**config.mk**
```make
export PLATFORM = sky130hd
export DESIGN_NAME = isoct_top
export DESIGN_NICKNAME = d
export VERILOG_FILES = /design/src/isoct_pkg.sv /design/src/isoct_top.sv
export SDC_FILE = /design/constraint.sdc
export NUM_CORES = 1
export LEC_CHECK = 0
export BUFFER_PORTS_ARGS = -buffer_cell sky130_fd_sc_hd__buf_2
export CAP_MARGIN = 20
export CORE_AREA = 4 4 142 144
export DETAILED_ROUTE_END_ITERATION = 8
export DIE_AREA = 0 0 146 148
export PLACE_DENSITY = 0.95
export SLEW_MARGIN = 20
export SYNTH_ARGS = -nofsm -noshare
export SYNTH_HDL_FRONTEND = slang
export SYNTH_HIERARCHICAL = 1
export SYNTH_SLANG_ARGS = --single-unit
```
**constraint.sdc**
```tcl
create_clock -name clk -period 4.3 [get_ports clk]
set_input_delay 0.86 -clock clk [delete_from_list [all_inputs] [get_ports clk]]
set_output_delay 0.86 -clock clk [all_outputs]
set_load 0.05 [all_outputs]
```
**src/isoct_pkg.sv**
```systemverilog
// constants shared by the isolated counter/timer control block
package isoct_pkg;

   // ---------------------------------------------------------------
   // clock and timebase
   // ---------------------------------------------------------------
   localparam int unsigned CLK_HZ = 10_000_000;
   localparam int unsigned TB_BASE_HZ = 100_000;
   localparam int unsigned TB_DIV = CLK_HZ / TB_BASE_HZ;
   localparam logic [6:0] TB_DIV_LAST = 7'(TB_DIV - 1);
   localparam logic [3:0] DECADE_LAST = 4'h9;
   localparam logic [1:0] TB_SEL_100K = 2'h0;
   localparam logic [1:0] TB_SEL_10K = 2'h1;
   localparam logic [1:0] TB_SEL_1K = 2'h2;
   localparam logic [1:0] TB_SEL_100 = 2'h3;

   // ---------------------------------------------------------------
   // register indices, byte address is four times the index
   // ---------------------------------------------------------------
   localparam logic [9:0] IDX_DO_DATA = 10'h200;
   localparam logic [9:0] IDX_FLAGS = 10'h207;
   localparam logic [9:0] IDX_CNT0_DATA = 10'h208;
   localparam logic [9:0] IDX_CNT1_DATA = 10'h209;
   localparam logic [9:0] IDX_MODE = 10'h20b;
   localparam logic [9:0] IDX_START0 = 10'h20c;
   localparam logic [9:0] IDX_START1 = 10'h20d;
   localparam logic [9:0] IDX_SET0 = 10'h20e;
   localparam logic [9:0] IDX_SET1 = 10'h20f;

   // ---------------------------------------------------------------
   // field positions and reset values
   // ---------------------------------------------------------------
   localparam int FLAG_CNT0_BIT = 2;
   localparam int FLAG_CNT1_BIT = 3;
   localparam int START_GATE_BIT = 0;
   localparam int START_OUT_BIT = 4;
   localparam int SET_CLK_BIT = 0;
   localparam int SET_GATE_BIT = 1;
   localparam int SET_ROUTE_BIT = 2;
   localparam int SET_IRQ_BIT = 3;
   localparam int SET_TB_LO_BIT = 4;
   localparam int SET_TB_HI_BIT = 5;
   localparam int SET_CASC_BIT = 6;
   localparam int MODE_SEL_LO = 6;
   localparam int MODE_SEL_HI = 7;
   localparam logic [1:0] MODE_SEL_CNT0 = 2'h0;
   localparam logic [1:0] MODE_SEL_CNT1 = 2'h1;
   localparam int DI_GATE0 = 0;
   localparam int DI_CLK0 = 1;
   localparam int DI_GATE1 = 2;
   localparam int DI_CLK1 = 3;
   localparam int DO_CNT0 = 2;
   localparam int DO_CNT1 = 3;
   localparam logic [7:0] BYTE_RST = 8'h00;
   localparam logic [3:0] NIBBLE_RST = 4'h0;
   localparam logic [15:0] COUNT_ONE = 16'h0001;
   localparam logic [15:0] SYS_COUNT_DEF = 16'h03e8;

endpackage : isoct_pkg

```
**src/isoct_top.sv**
```systemverilog
// isolated counter/timer control: routing, timebase, flags, apb registers
`timescale 1ns/100ps
`default_nettype none

// ---------------------------------------------------------------
// down counter, one per channel
// ---------------------------------------------------------------
module isoct_down_cnt (
   // clock and reset
   input wire logic clk,
   input wire logic rst_b,
   // control
   input wire logic tick,
   input wire logic gate,
   input wire logic load,
   input wire logic [15:0] loadVal,
   // status
   output logic out,
   output logic [15:0] count
);
   import isoct_pkg::*;

   typedef struct packed {
      logic [15:0] count;
      logic [15:0] reload;
      logic armed;
      logic out;
   } isoct_cnt_state_t;

   isoct_cnt_state_t r, next_r;

   // rate generator: output low for the last count, then reload
   always_comb begin
      next_r = r;
      if (load) begin
         next_r.count = loadVal;
         next_r.reload = loadVal;
         next_r.armed = 1'b1;
         next_r.out = 1'b1;
      end else if (r.armed && gate && tick) begin
         if (r.count <= COUNT_ONE) begin
            next_r.count = r.reload;
            next_r.out = 1'b1;
         end else begin
            next_r.count = r.count - COUNT_ONE;
            next_r.out = ((r.count - COUNT_ONE) != COUNT_ONE);
         end
      end
   end

   always_ff @(posedge clk or negedge rst_b) begin
      if (!rst_b) begin
         r <= '0;
         r.out <= 1'b1;
      end else begin
         r <= next_r;
      end
   end

   assign out = r.out;
   assign count = r.count;

endmodule : isoct_down_cnt

// ---------------------------------------------------------------
// top level
// ---------------------------------------------------------------
module isoct_top (
   // clock and reset
   input wire logic clk,
   input wire logic rst_b,
   // apb slave
   input wire logic psel,
   input wire logic penable,
   input wire logic pwrite,
   input wire logic [11:0] paddr,
   input wire logic [31:0] pwdata,
   output logic [31:0] prdata,
   output logic pready,
   output logic pslverr,
   // isolated field lines, output 1 means sinking
   input wire logic [3:0] isoInputs,
   output logic [3:0] isoOutputs,
   // board level
   input wire logic hotReset,
   input wire logic hotResetOutputStrap,
   output logic sysTimerOut
);
   import isoct_pkg::*;

   localparam int ChkTbGap = TB_DIV;

   typedef struct packed {
      logic [3:0] syncA;
      logic [3:0] syncB;
      logic [3:0] syncC;
      logic [6:0] preDiv;
      logic [3:0] div10k;
      logic [3:0] div1k;
      logic [3:0] div100;
      logic tick100k;
      logic tick10k;
      logic tick1k;
      logic tick100;
      logic [7:0] set0;
      logic [7:0] set1;
      logic gate0;
      logic gate1;
      logic [1:0] flags;
      logic [7:0] modeByte;
      logic [1:0] msbNext;
      logic [1:0] rdHigh;
      logic [7:0] lsb0;
      logic [7:0] lsb1;
      logic [1:0] load;
      logic [15:0] loadVal;
      logic [3:0] doData;
      logic [3:0] isoOut;
      logic keepStrap;
      logic sysLoad;
      logic sysDone;
      logic sysOut;
      logic [1:0] outPrev;
      logic pready;
      logic pslverr;
      logic [31:0] prdata;
   } isoct_state_t;

   isoct_state_t r, next_r;

   logic c0Out, c1Out, c2Out;
   logic [15:0] c0Count, c1Count;
   logic intTick, tick0, tick1, gateSel0, gateSel1;
   logic fall0, fall1, setFlag0, setFlag1, cascade;
   logic [3:0] extRise;

   // ---------------------------------------------------------------
   // counter channels
   // ---------------------------------------------------------------
   isoct_down_cnt u_cnt0 (
      .clk(clk), .rst_b(rst_b), .tick(tick0), .gate(gateSel0),
      .load(r.load[0]), .loadVal(r.loadVal), .out(c0Out), .count(c0Count)
   );

   isoct_down_cnt u_cnt1 (
      .clk(clk), .rst_b(rst_b), .tick(tick1), .gate(gateSel1),
      .load(r.load[1]), .loadVal(r.loadVal), .out(c1Out), .count(c1Count)
   );

   // system channel: no register path reaches it
   isoct_down_cnt u_cnt2 (
      .clk(clk), .rst_b(rst_b), .tick(r.tick100k), .gate(1'b1),
      .load(r.sysLoad), .loadVal(SYS_COUNT_DEF), .out(c2Out), .count()
   );

   // ---------------------------------------------------------------
   // source selection
   // ---------------------------------------------------------------
   always_comb begin
      // edge taken from the second and third stages only
      extRise = r.syncB & ~r.syncC;
      case ({r.set1[SET_TB_HI_BIT], r.set1[SET_TB_LO_BIT]})
         TB_SEL_100K: intTick = r.tick100k;
         TB_SEL_10K: intTick = r.tick10k;
         TB_SEL_1K: intTick = r.tick1k;
         TB_SEL_100: intTick = r.tick100;
         default: intTick = r.tick100k;
      endcase
      cascade = r.set1[SET_CASC_BIT];
      fall0 = r.outPrev[0] & ~c0Out;
      fall1 = r.outPrev[1] & ~c1Out;
      tick0 = r.set0[SET_CLK_BIT] ? extRise[DI_CLK0] : intTick;
      if (cascade) begin
         tick1 = fall0;
      end else begin
         tick1 = r.set1[SET_CLK_BIT] ? extRise[DI_CLK1] : intTick;
      end
      gateSel0 = r.set0[SET_GATE_BIT] ? r.syncB[DI_GATE0] : r.gate0;
      gateSel1 = r.set1[SET_GATE_BIT] ? r.syncB[DI_GATE1] : r.gate1;
      // lower half of a cascade raises no flag of its own
      setFlag0 = fall0 & r.set0[SET_IRQ_BIT] & ~cascade;
      setFlag1 = fall1 & r.set1[SET_IRQ_BIT];
   end

   // ---------------------------------------------------------------
   // next state
   // ---------------------------------------------------------------
   logic setup, access, wrEn, rdEn, mapped;
   logic [9:0] idx;
   logic [7:0] rdByte;
   logic [3:0] doBits;

   always_comb begin
      next_r = r;
      idx = paddr[11:2];
      setup = psel && !penable;
      access = psel && penable && r.pready;
      mapped = 1'b1;
      rdByte = BYTE_RST;
      case (idx)
         IDX_DO_DATA: rdByte = {NIBBLE_RST, r.isoOut};
         IDX_FLAGS: begin
            rdByte[FLAG_CNT0_BIT] = r.flags[0];
            rdByte[FLAG_CNT1_BIT] = r.flags[1];
         end
         IDX_CNT0_DATA: rdByte = r.rdHigh[0] ? c0Count[15:8] : c0Count[7:0];
         IDX_CNT1_DATA: rdByte = r.rdHigh[1] ? c1Count[15:8] : c1Count[7:0];
         IDX_MODE: rdByte = r.modeByte;
         IDX_START0: begin
            rdByte[START_GATE_BIT] = r.gate0;
            rdByte[START_OUT_BIT] = c0Out;
         end
         IDX_START1: begin
            rdByte[START_GATE_BIT] = r.gate1;
            rdByte[START_OUT_BIT] = c1Out;
         end
         IDX_SET0: rdByte = {4'h0, r.set0[3:0]};
         IDX_SET1: rdByte = {1'b0, r.set1[6:0]};
         default: mapped = 1'b0;
      endcase
      if (paddr[1:0] != 2'h0) begin
         mapped = 1'b0;
      end
      wrEn = access && pwrite && !r.pslverr;
      rdEn = access && !pwrite && !r.pslverr;

      // apb: one wait-free access phase after setup
      next_r.pready = setup;
      if (setup) begin
         next_r.pslverr = !mapped;
         next_r.prdata = {24'h0, mapped ? rdByte : BYTE_RST};
      end else if (access) begin
         next_r.pslverr = 1'b0;
         next_r.prdata = '0;
      end

      // synchronisers
      next_r.syncA = isoInputs;
      next_r.syncB = r.syncA;
      next_r.syncC = r.syncB;

      // timebase dividers
      next_r.tick100k = 1'b0;
      next_r.tick10k = 1'b0;
      next_r.tick1k = 1'b0;
      next_r.tick100 = 1'b0;
      if (r.preDiv == TB_DIV_LAST) begin
         next_r.preDiv = '0;
         next_r.tick100k = 1'b1;
      end else begin
         next_r.preDiv = r.preDiv + 7'h01;
      end
      if (r.tick100k) begin
         next_r.div10k = (r.div10k == DECADE_LAST) ? 4'h0 : r.div10k + 4'h1;
         next_r.tick10k = (r.div10k == DECADE_LAST);
      end
      if (r.tick10k) begin
         next_r.div1k = (r.div1k == DECADE_LAST) ? 4'h0 : r.div1k + 4'h1;
         next_r.tick1k = (r.div1k == DECADE_LAST);
      end
      if (r.tick1k) begin
         next_r.div100 = (r.div100 == DECADE_LAST) ? 4'h0 : r.div100 + 4'h1;
         next_r.tick100 = (r.div100 == DECADE_LAST);
      end

      // system channel loads once after reset
      next_r.sysLoad = !r.sysDone;
      next_r.sysDone = 1'b1;
      next_r.sysOut = c2Out;
      next_r.outPrev = {c1Out, c0Out};
      next_r.load = 2'b00;

      // register writes
      if (wrEn) begin
         case (idx)
            IDX_DO_DATA: next_r.doData = pwdata[3:0];
            IDX_FLAGS: begin
               if (pwdata[FLAG_CNT0_BIT]) next_r.flags[0] = 1'b0;
               if (pwdata[FLAG_CNT1_BIT]) next_r.flags[1] = 1'b0;
            end
            IDX_CNT0_DATA: begin
               if (r.msbNext[0]) begin
                  next_r.loadVal = {pwdata[7:0], r.lsb0};
                  next_r.load[0] = 1'b1;
               end else begin
                  next_r.lsb0 = pwdata[7:0];
               end
               next_r.msbNext[0] = !r.msbNext[0];
            end
            IDX_CNT1_DATA: begin
               if (r.msbNext[1]) begin
                  next_r.loadVal = {pwdata[7:0], r.lsb1};
                  next_r.load[1] = 1'b1;
               end else begin
                  next_r.lsb1 = pwdata[7:0];
               end
               next_r.msbNext[1] = !r.msbNext[1];
            end
            IDX_MODE: begin
               // a word aimed at the system channel is dropped
               case (pwdata[MODE_SEL_HI:MODE_SEL_LO])
                  MODE_SEL_CNT0: begin
                     next_r.modeByte = pwdata[7:0];
                     next_r.msbNext[0] = 1'b0;
                     next_r.rdHigh[0] = 1'b0;
                  end
                  MODE_SEL_CNT1: begin
                     next_r.modeByte = pwdata[7:0];
                     next_r.msbNext[1] = 1'b0;
                     next_r.rdHigh[1] = 1'b0;
                  end
                  default: next_r.modeByte = r.modeByte;
               endcase
            end
            IDX_START0: next_r.gate0 = pwdata[START_GATE_BIT];
            IDX_START1: next_r.gate1 = pwdata[START_GATE_BIT];
            IDX_SET0: next_r.set0 = {4'h0, pwdata[3:0]};
            IDX_SET1: next_r.set1 = {1'b0, pwdata[6:0]};
            default: next_r.doData = r.doData;
         endcase
      end

      // reading a data port walks low byte then high byte
      if (rdEn && idx == IDX_CNT0_DATA) next_r.rdHigh[0] = !r.rdHigh[0];
      if (rdEn && idx == IDX_CNT1_DATA) next_r.rdHigh[1] = !r.rdHigh[1];

      // a new event wins over a clear in the same cycle
      if (setFlag0) next_r.flags[0] = 1'b1;
      if (setFlag1) next_r.flags[1] = 1'b1;

      // strap is only trusted while no hot reset is in progress
      if (!hotReset) next_r.keepStrap = hotResetOutputStrap;
      if (hotReset && !r.keepStrap) begin
         next_r.doData = NIBBLE_RST;
      end

      // output routing
      doBits = next_r.doData;
      if (r.set0[SET_ROUTE_BIT]) doBits[DO_CNT0] = c0Out;
      if (r.set1[SET_ROUTE_BIT]) doBits[DO_CNT1] = c1Out;
      if (hotReset && !r.keepStrap) doBits = NIBBLE_RST;
      next_r.isoOut = doBits;
   end

   always_ff @(posedge clk or negedge rst_b) begin
      if (!rst_b) begin
         r <= '0;
         r.outPrev <= 2'b11;
      end else begin
         r <= next_r;
      end
   end

   assign prdata = r.prdata;
   assign pready = r.pready;
   assign pslverr = r.pslverr;
   assign isoOutputs = r.isoOut;
   assign sysTimerOut = r.sysOut;
endmodule : isoct_top

`default_nettype wire

```
Word-level counts from Yosys, hierarchy flattened
Index checks and enable logic that the tools add are counted.
Cells by class
  $add $sub $neg: 7
  order comparisons: 3
  equality and inequality tests: 24
  multiplexer cells: 73
  bitwise gates (word level): 12
  reduce and logical (&&, ||, !) cells: 63
Operators with widths (count)
  16-bit 2-to-1 mux: 10
  10-bit equality test, second input constant: 9
  33-bit 2-to-1 mux: 2
  8-bit 2-to-1 mux: 8
  52-bit 2-to-1 mux: 1
  16-bit by 1-bit less-or-equal comparator with 1-bit output, second input constant: 3
  16-bit by 1-bit != test with 1-bit output, second input constant: 3
  16-bit by 1-bit subtractor with 16-bit output, second input constant: 3
  2-bit nonzero test: 20
  1-bit 2-to-1 mux: 32
  16-bit case mux with 2 select lines: 1
  3-bit AND reduction: 9
  4-bit 2-to-1 mux: 6
  17-bit 2-to-1 mux: 1
  1-bit logical AND: 15
  2-bit case mux with 7 select lines: 1
  4-bit by 1-bit adder with 4-bit output, second input constant: 3
  4-bit equality test, second input constant: 3
  1-bit case mux with 6 select lines: 2
  3-bit case mux with 4 select lines: 1
  1-bit logical NOT: 10
  9-bit 2-to-1 mux: 1
  9-bit OR reduction: 1
  1-bit case mux with 8 select lines: 1
  18 further kinds: 36
Storage, ports and cells
  register bits: 231
  input port bits: 55
  logic and storage cells: 230

Depth between registers and ports, before layout
  depth after elaboration: 8
  mapped depth: 11
  mapped depth without buffers: 10

Cells and area by module
Netlist, hierarchy kept.
By module, submodules not included
  isoct_down_cnt: times used 3, cells each 244, area an instance 2190.9 um2, sequential area each 852.1 um2
  isoct_top: times used 1, cells each 503, area an instance 5587.9 um2, sequential area each 2905.3 um2

Worst setup path after synthesis
No wires, ideal clock.
  kind: input -> register
  from: input paddr[10]
  to: register r[60] (netlist bit)
  data arrival time: 2.271 ns
  setup slack: 1.904 ns
  cell stages on the path: 5
  buffers on the path: 1
  path through: or4b_4 nor3_4 nand3_4 buf_6 mux2_4
On the way
  longest elaborated chain between the ends: 3
  elaborated cells between the ends (all ways): 7
  those cells by class: eq/ne (4); mux (1); reduce/logical (2)
RTL lines
  start: declaration: line isoct_top.sv:76  | input wire logic [11:0] paddr,
  10-bit equality test: line isoct_top.sv:275  | case (idx)
  2-bit != test (no line) / 2-bit nonzero test (equally long branches)
  4-bit AND reduction (no line)
  end signal: assignment: line isoct_top.sv:350  | r <= next_r;
  end: declaration: line isoct_top.sv:129  | isoct_state_t r, next_r;
Several ways; a longest one is shown, not always the timed one.
A chain may end at the register's enable or synchronous reset.

Final worst setup path
  from: register r[102] (netlist bit)
  to: register u_cnt1/out (netlist name)
On the way
  longest elaborated chain between the ends: 6
  elaborated cells between the ends (all ways): 9
  those cells by class: eq/ne (3); mux (3); reduce/logical (3)
RTL lines
  2-bit equality test, or another cell as far along: line isoct_top.sv:162  | case ({r.set1[SET_TB_HI_BIT], r.set1[SET_TB_LO_BIT]})
  1-bit case mux with 4 select lines *: line isoct_top.sv:162
  1-bit 2-to-1 mux *: line isoct_top.sv:176  | tick1 = r.set1[SET_CLK_BIT] ? extRise[DI_CLK1] : intTick;
  1-bit 2-to-1 mux *: line isoct_top.sv:173  | if (cascade) begin
  via tick1: line isoct_top.sv:133  | logic intTick, tick0, tick1, gateSel0, gateSel1;
  1-bit logical AND *: line isoct_top.sv:40  | end else if (r.armed && gate && tick) begin
  2-bit nonzero test (no line) *
The timed path passes the listed nets; every way through them passes the cells marked *.

==> results.md <==
- Measured against its own limit, the worst slew margin works out to 41.75%.
- After detailed routing, the total wire length is 29340 µm.
- In this run, CTS created clock tree buffers numbering 23.
- The clock tree from TritonCTS is yes.
- The register-to-register path setup slack is 1.18 ns.
- The row count is 50.
- Summed over all nets, the switching power comes to 1045 µW.
- Along the worst path, the maximum fanout reaches 11.
- The maximum single-stage delay on the critical path is 0.61 ns.
- The I/O pin count is 94.
- Synthesis handed over a netlist of 1219 instances.
- The worst setup path is captured at a flip-flop.
- Sequential cells burn 48.4% of the power.
- The clock network power share is 45.6%.
- In this run the critical register-to-register path is launched from r[102]$_DFFE_PN0P_.
- The hold path startpoint is next_r[143]$_DFF_PN0_.
- The endpoint identified for the worst register-to-register timing path is u_cnt1/out$_DFFE_PN1P_.
- The max capacitance violation total is 0.
- The vertical die dimension is 148 µm.
- CTS built an H-tree with a depth of 1.
- The final HPWL from detailed placement is 19580 µm.
- Across the VDD grid, the largest voltage drop is 0.0003113 V.
- The critical path class is flip-flop to flip-flop.
- Cells with a size suffix above 1 make up 17.82% of the layout.
- In this run, post-CTS hold repair placed 0 buffers.
- The worst-skew pair later-pin latency is 0.51 ns.
- The maximum clock insertion buffer count is 3.
- Global routing used 26.90% of the available tracks across all layers.
- The number of filler cells placed in the layout is 1277.
- The number of sinks driven by the clock tree is 218.
- The length in cells of the worst reg-to-reg path is 10.
- The required time at the endpoint of the critical path is 4.72 ns.
- The via density per instance is 6.612.
- The via count of the first global-routing pass is 9184.
- After detailed routing, the number of remaining DRC violations is 0.
- Port buffering added 45 buffers.
- The number of endpoints with negative hold slack in the final report came to 0.
- The slowest stage cell on the critical path is sky130_fd_sc_hd__nor2_1.
- The setup skew after layout is 0.01059 ns.
- Walking the worst path, the cells encountered are mux2i_1 > mux2_2 > o22ai_1 > nor2_1 > a21oi_1 > nand3_1 > nor2_1 > nand4_1 > nor3_1 > a31oi_1.
- The data arrival time of the critical path is 3.55 ns.
- The root buffer cell chosen for the clock tree is sky130_fd_sc_hd__clkbuf_16.
- The count of pins over their slew limit is 0.
- The first-pass GRT wire length is 48170 µm.
- The final layout contains 1268 nets.
- For this design the static power due to leakage is 0.005730 µW.
- The category of the worst setup path launch point is a flip-flop.
- The pre-antenna-repair detailed-routing pass consisted of 8 iterations.
- In this run the mean area of a mapped cell was 9.877 µm².
- Setup violations remaining at the end of the flow were counted as 0.
- The signed area change from the synthesized netlist to the final layout is 5.622%.
- The share of the clock period used by the worst path after layout is 72.65%.
- The initial utilization of the core area, before any placement, comes to 64.37%.
- The CTS clock-pin slew for the worst setup and hold paths is 0.07 ns.
- Dividing the detail-routed wire length by the instance count gives 20.21 µm.
- The placer congestion estimate is 0.9307.
- The internal power of the cells is 3355 µW.
- The cell that appears most often on the critical path is sky130_fd_sc_hd__nor2_1.
- Once the clock tree was built, the resizer swapped 0 gates to a different size.
- Setup repair after global routing left no endpoint under its margin.
- The proportion of total power due to net switching is 23.74%.
- Setup slack closes at 1.176 ns.
- The final-layout setup total negative slack is 0 ns.
- The combinational power share is 6.0%.
- The die area is 0.02161 mm².
- The number of setup buffers added after CTS is 0.
- The flow ran to the end, and the final reports show no timing, DRC or antenna violations.
- The routed layout has 9601 vias.
- The number of DRC violations after detailed-routing iteration 0 is 1122.
- The warning count from the yosys run is 6.
- The total standard cell area after synthesis is 0.01204 mm².
- The slew at the pin with the worst max-slew slack is 0.8672 ns.
- The path with the worst hold slack has its endpoint at next_r[139]$_DFF_PN0_.
- The pre-CTS setup slack is 1.280 ns.
- The worst hold path passes through 0 cells.
- Entering global routing, the biggest net connects 109 pins.
- For this run, the top clock speed supported by timing is 320.1 MHz.
- The die outline width is 146 µm.
- The repair_antennas step left the layout with diodes totalling 0.
- The number of antenna violations at the first check in global routing is 0.
- The power density normalized to cell area is 345.9 mW/mm².
- The area of the placeable core is 0.01871 mm².
- The number of nets still failing antenna checks after routing is 0.
- The clock period minus final worst setup slack is 3.124 ns.
- The worst hold-check path type is flip-flop to flip-flop.
- The overall overflow remaining after global route is 0.
per-stage QoR:
stage          cells  area (µm²)  hold slack [ns]  util, %  total power (µW)
2_1_floorplan   1267       12220           0.3312        -              2339
3_3_place_gp    1412       11940           0.3376    63.85              2413
3_5_place_dp    1412       11940           0.3363    63.85              2423
4_1_cts         1452       12720           0.3552    67.99              4422
5_1_grt         1452       12720           0.3557    67.99              4546
6_report        1452       12720           0.3493    67.99              4399
critical path: cells and delay by family (launching register included):
kind / cells / cell delay (ns)
AOI/OAI and AO/OA: 3 / 0.64
DFF: 1 / 0.47
muxes: 2 / 0.44
and+or+nand+nor: 5 / 1.48
how the worst max path moves through the flow:
stage	depth (start not counted)	start	to	slack, ns
finish	10	r[102]$_DFFE_PN0P_	u_cnt1/out$_DFFE_PN1P_	1.18
global route	9	r[102]$_DFFE_PN0P_	u_cnt1/count[8]$_DFFE_PN0P_	1.04
CTS	10	r[102]$_DFFE_PN0P_	u_cnt1/out$_DFFE_PN1P_	1.31
detailed placement	6	paddr[2]	r[53]$_DFFE_PN0P_	1.28
global placement	6	paddr[2]	r[53]$_DFFE_PN0P_	1.34
floorplan	5	paddr[10]	r[60]$_DFFE_PN0P_	1.90
cells in the final DEF, fill, tap and decap left out, drive strengths merged, types with 10 or more instances in the layout:
master and instances:
nand3 39, nor3b 17, nor2b 13, a22oi 16, nand4 13, inv 45, o21ai 112, o211ai 10
nand2 95, or3 13, o31ai 10, nor2 84, xor2 22, a211oi 19, a31oi 10, ha 10
nand2b 15, a32oi 14, conb 50, a21oi 26, nor4 14, mux2i 20, dfrtp 213, clkbuf 33
mux2 70, nor3 41, buf 57, xnor2 12
registers in the layout, indices dropped and copies added, names as in the netlist, 4 cells and up:
signal and cells:
u_cnt1/count 16, u_cnt0/r 17, u_cnt1/r 17, isoOutputs 4, u_cnt0/count 16, u_cnt2/r 17
u_cnt2/count 16, prdata 8, next_r 8, r 92
final cells by class:
class	instances	area [µm²]	share of cell area, %
Clock inverter	7	71.32	0.5608
Multi-Input combinational cell	859	5685	44.71
Clock buffer	33	703.2	5.529
Timing Repair Buffer	57	337.8	2.656
Inverter	44	165.2	1.299
Tap cell	234	292.8	2.302
Sequential cell	218	5461	42.95
metal layers:
metal / routed length [µm] / share of wire (%) / GRT usage (%)
met5: 0 / 0 / 0
met4: 1373 / 4.7 / 11.85
met3: 2647 / 9.0 / 4.813
met2: 14000 / 48 / 43.31
met1: 11320 / 39 / 36.09
power by group through the flow:
| stage | Clock (µW) | Sequential [µW] | Combinational, µW |
|---|---|---|---|
| 6_report | 2010 | 2130 | 264 |
| 5_1_grt | 2120 | 2130 | 291 |
| 4_1_cts | 2030 | 2130 | 262 |
| 3_5_place_dp | 0 | 2160 | 260 |
| 3_3_place_gp | 0 | 2160 | 252 |
| 2_1_floorplan | 0 | 2150 | 190 |
Note: power is estimated with default switching activity, not from simulation.
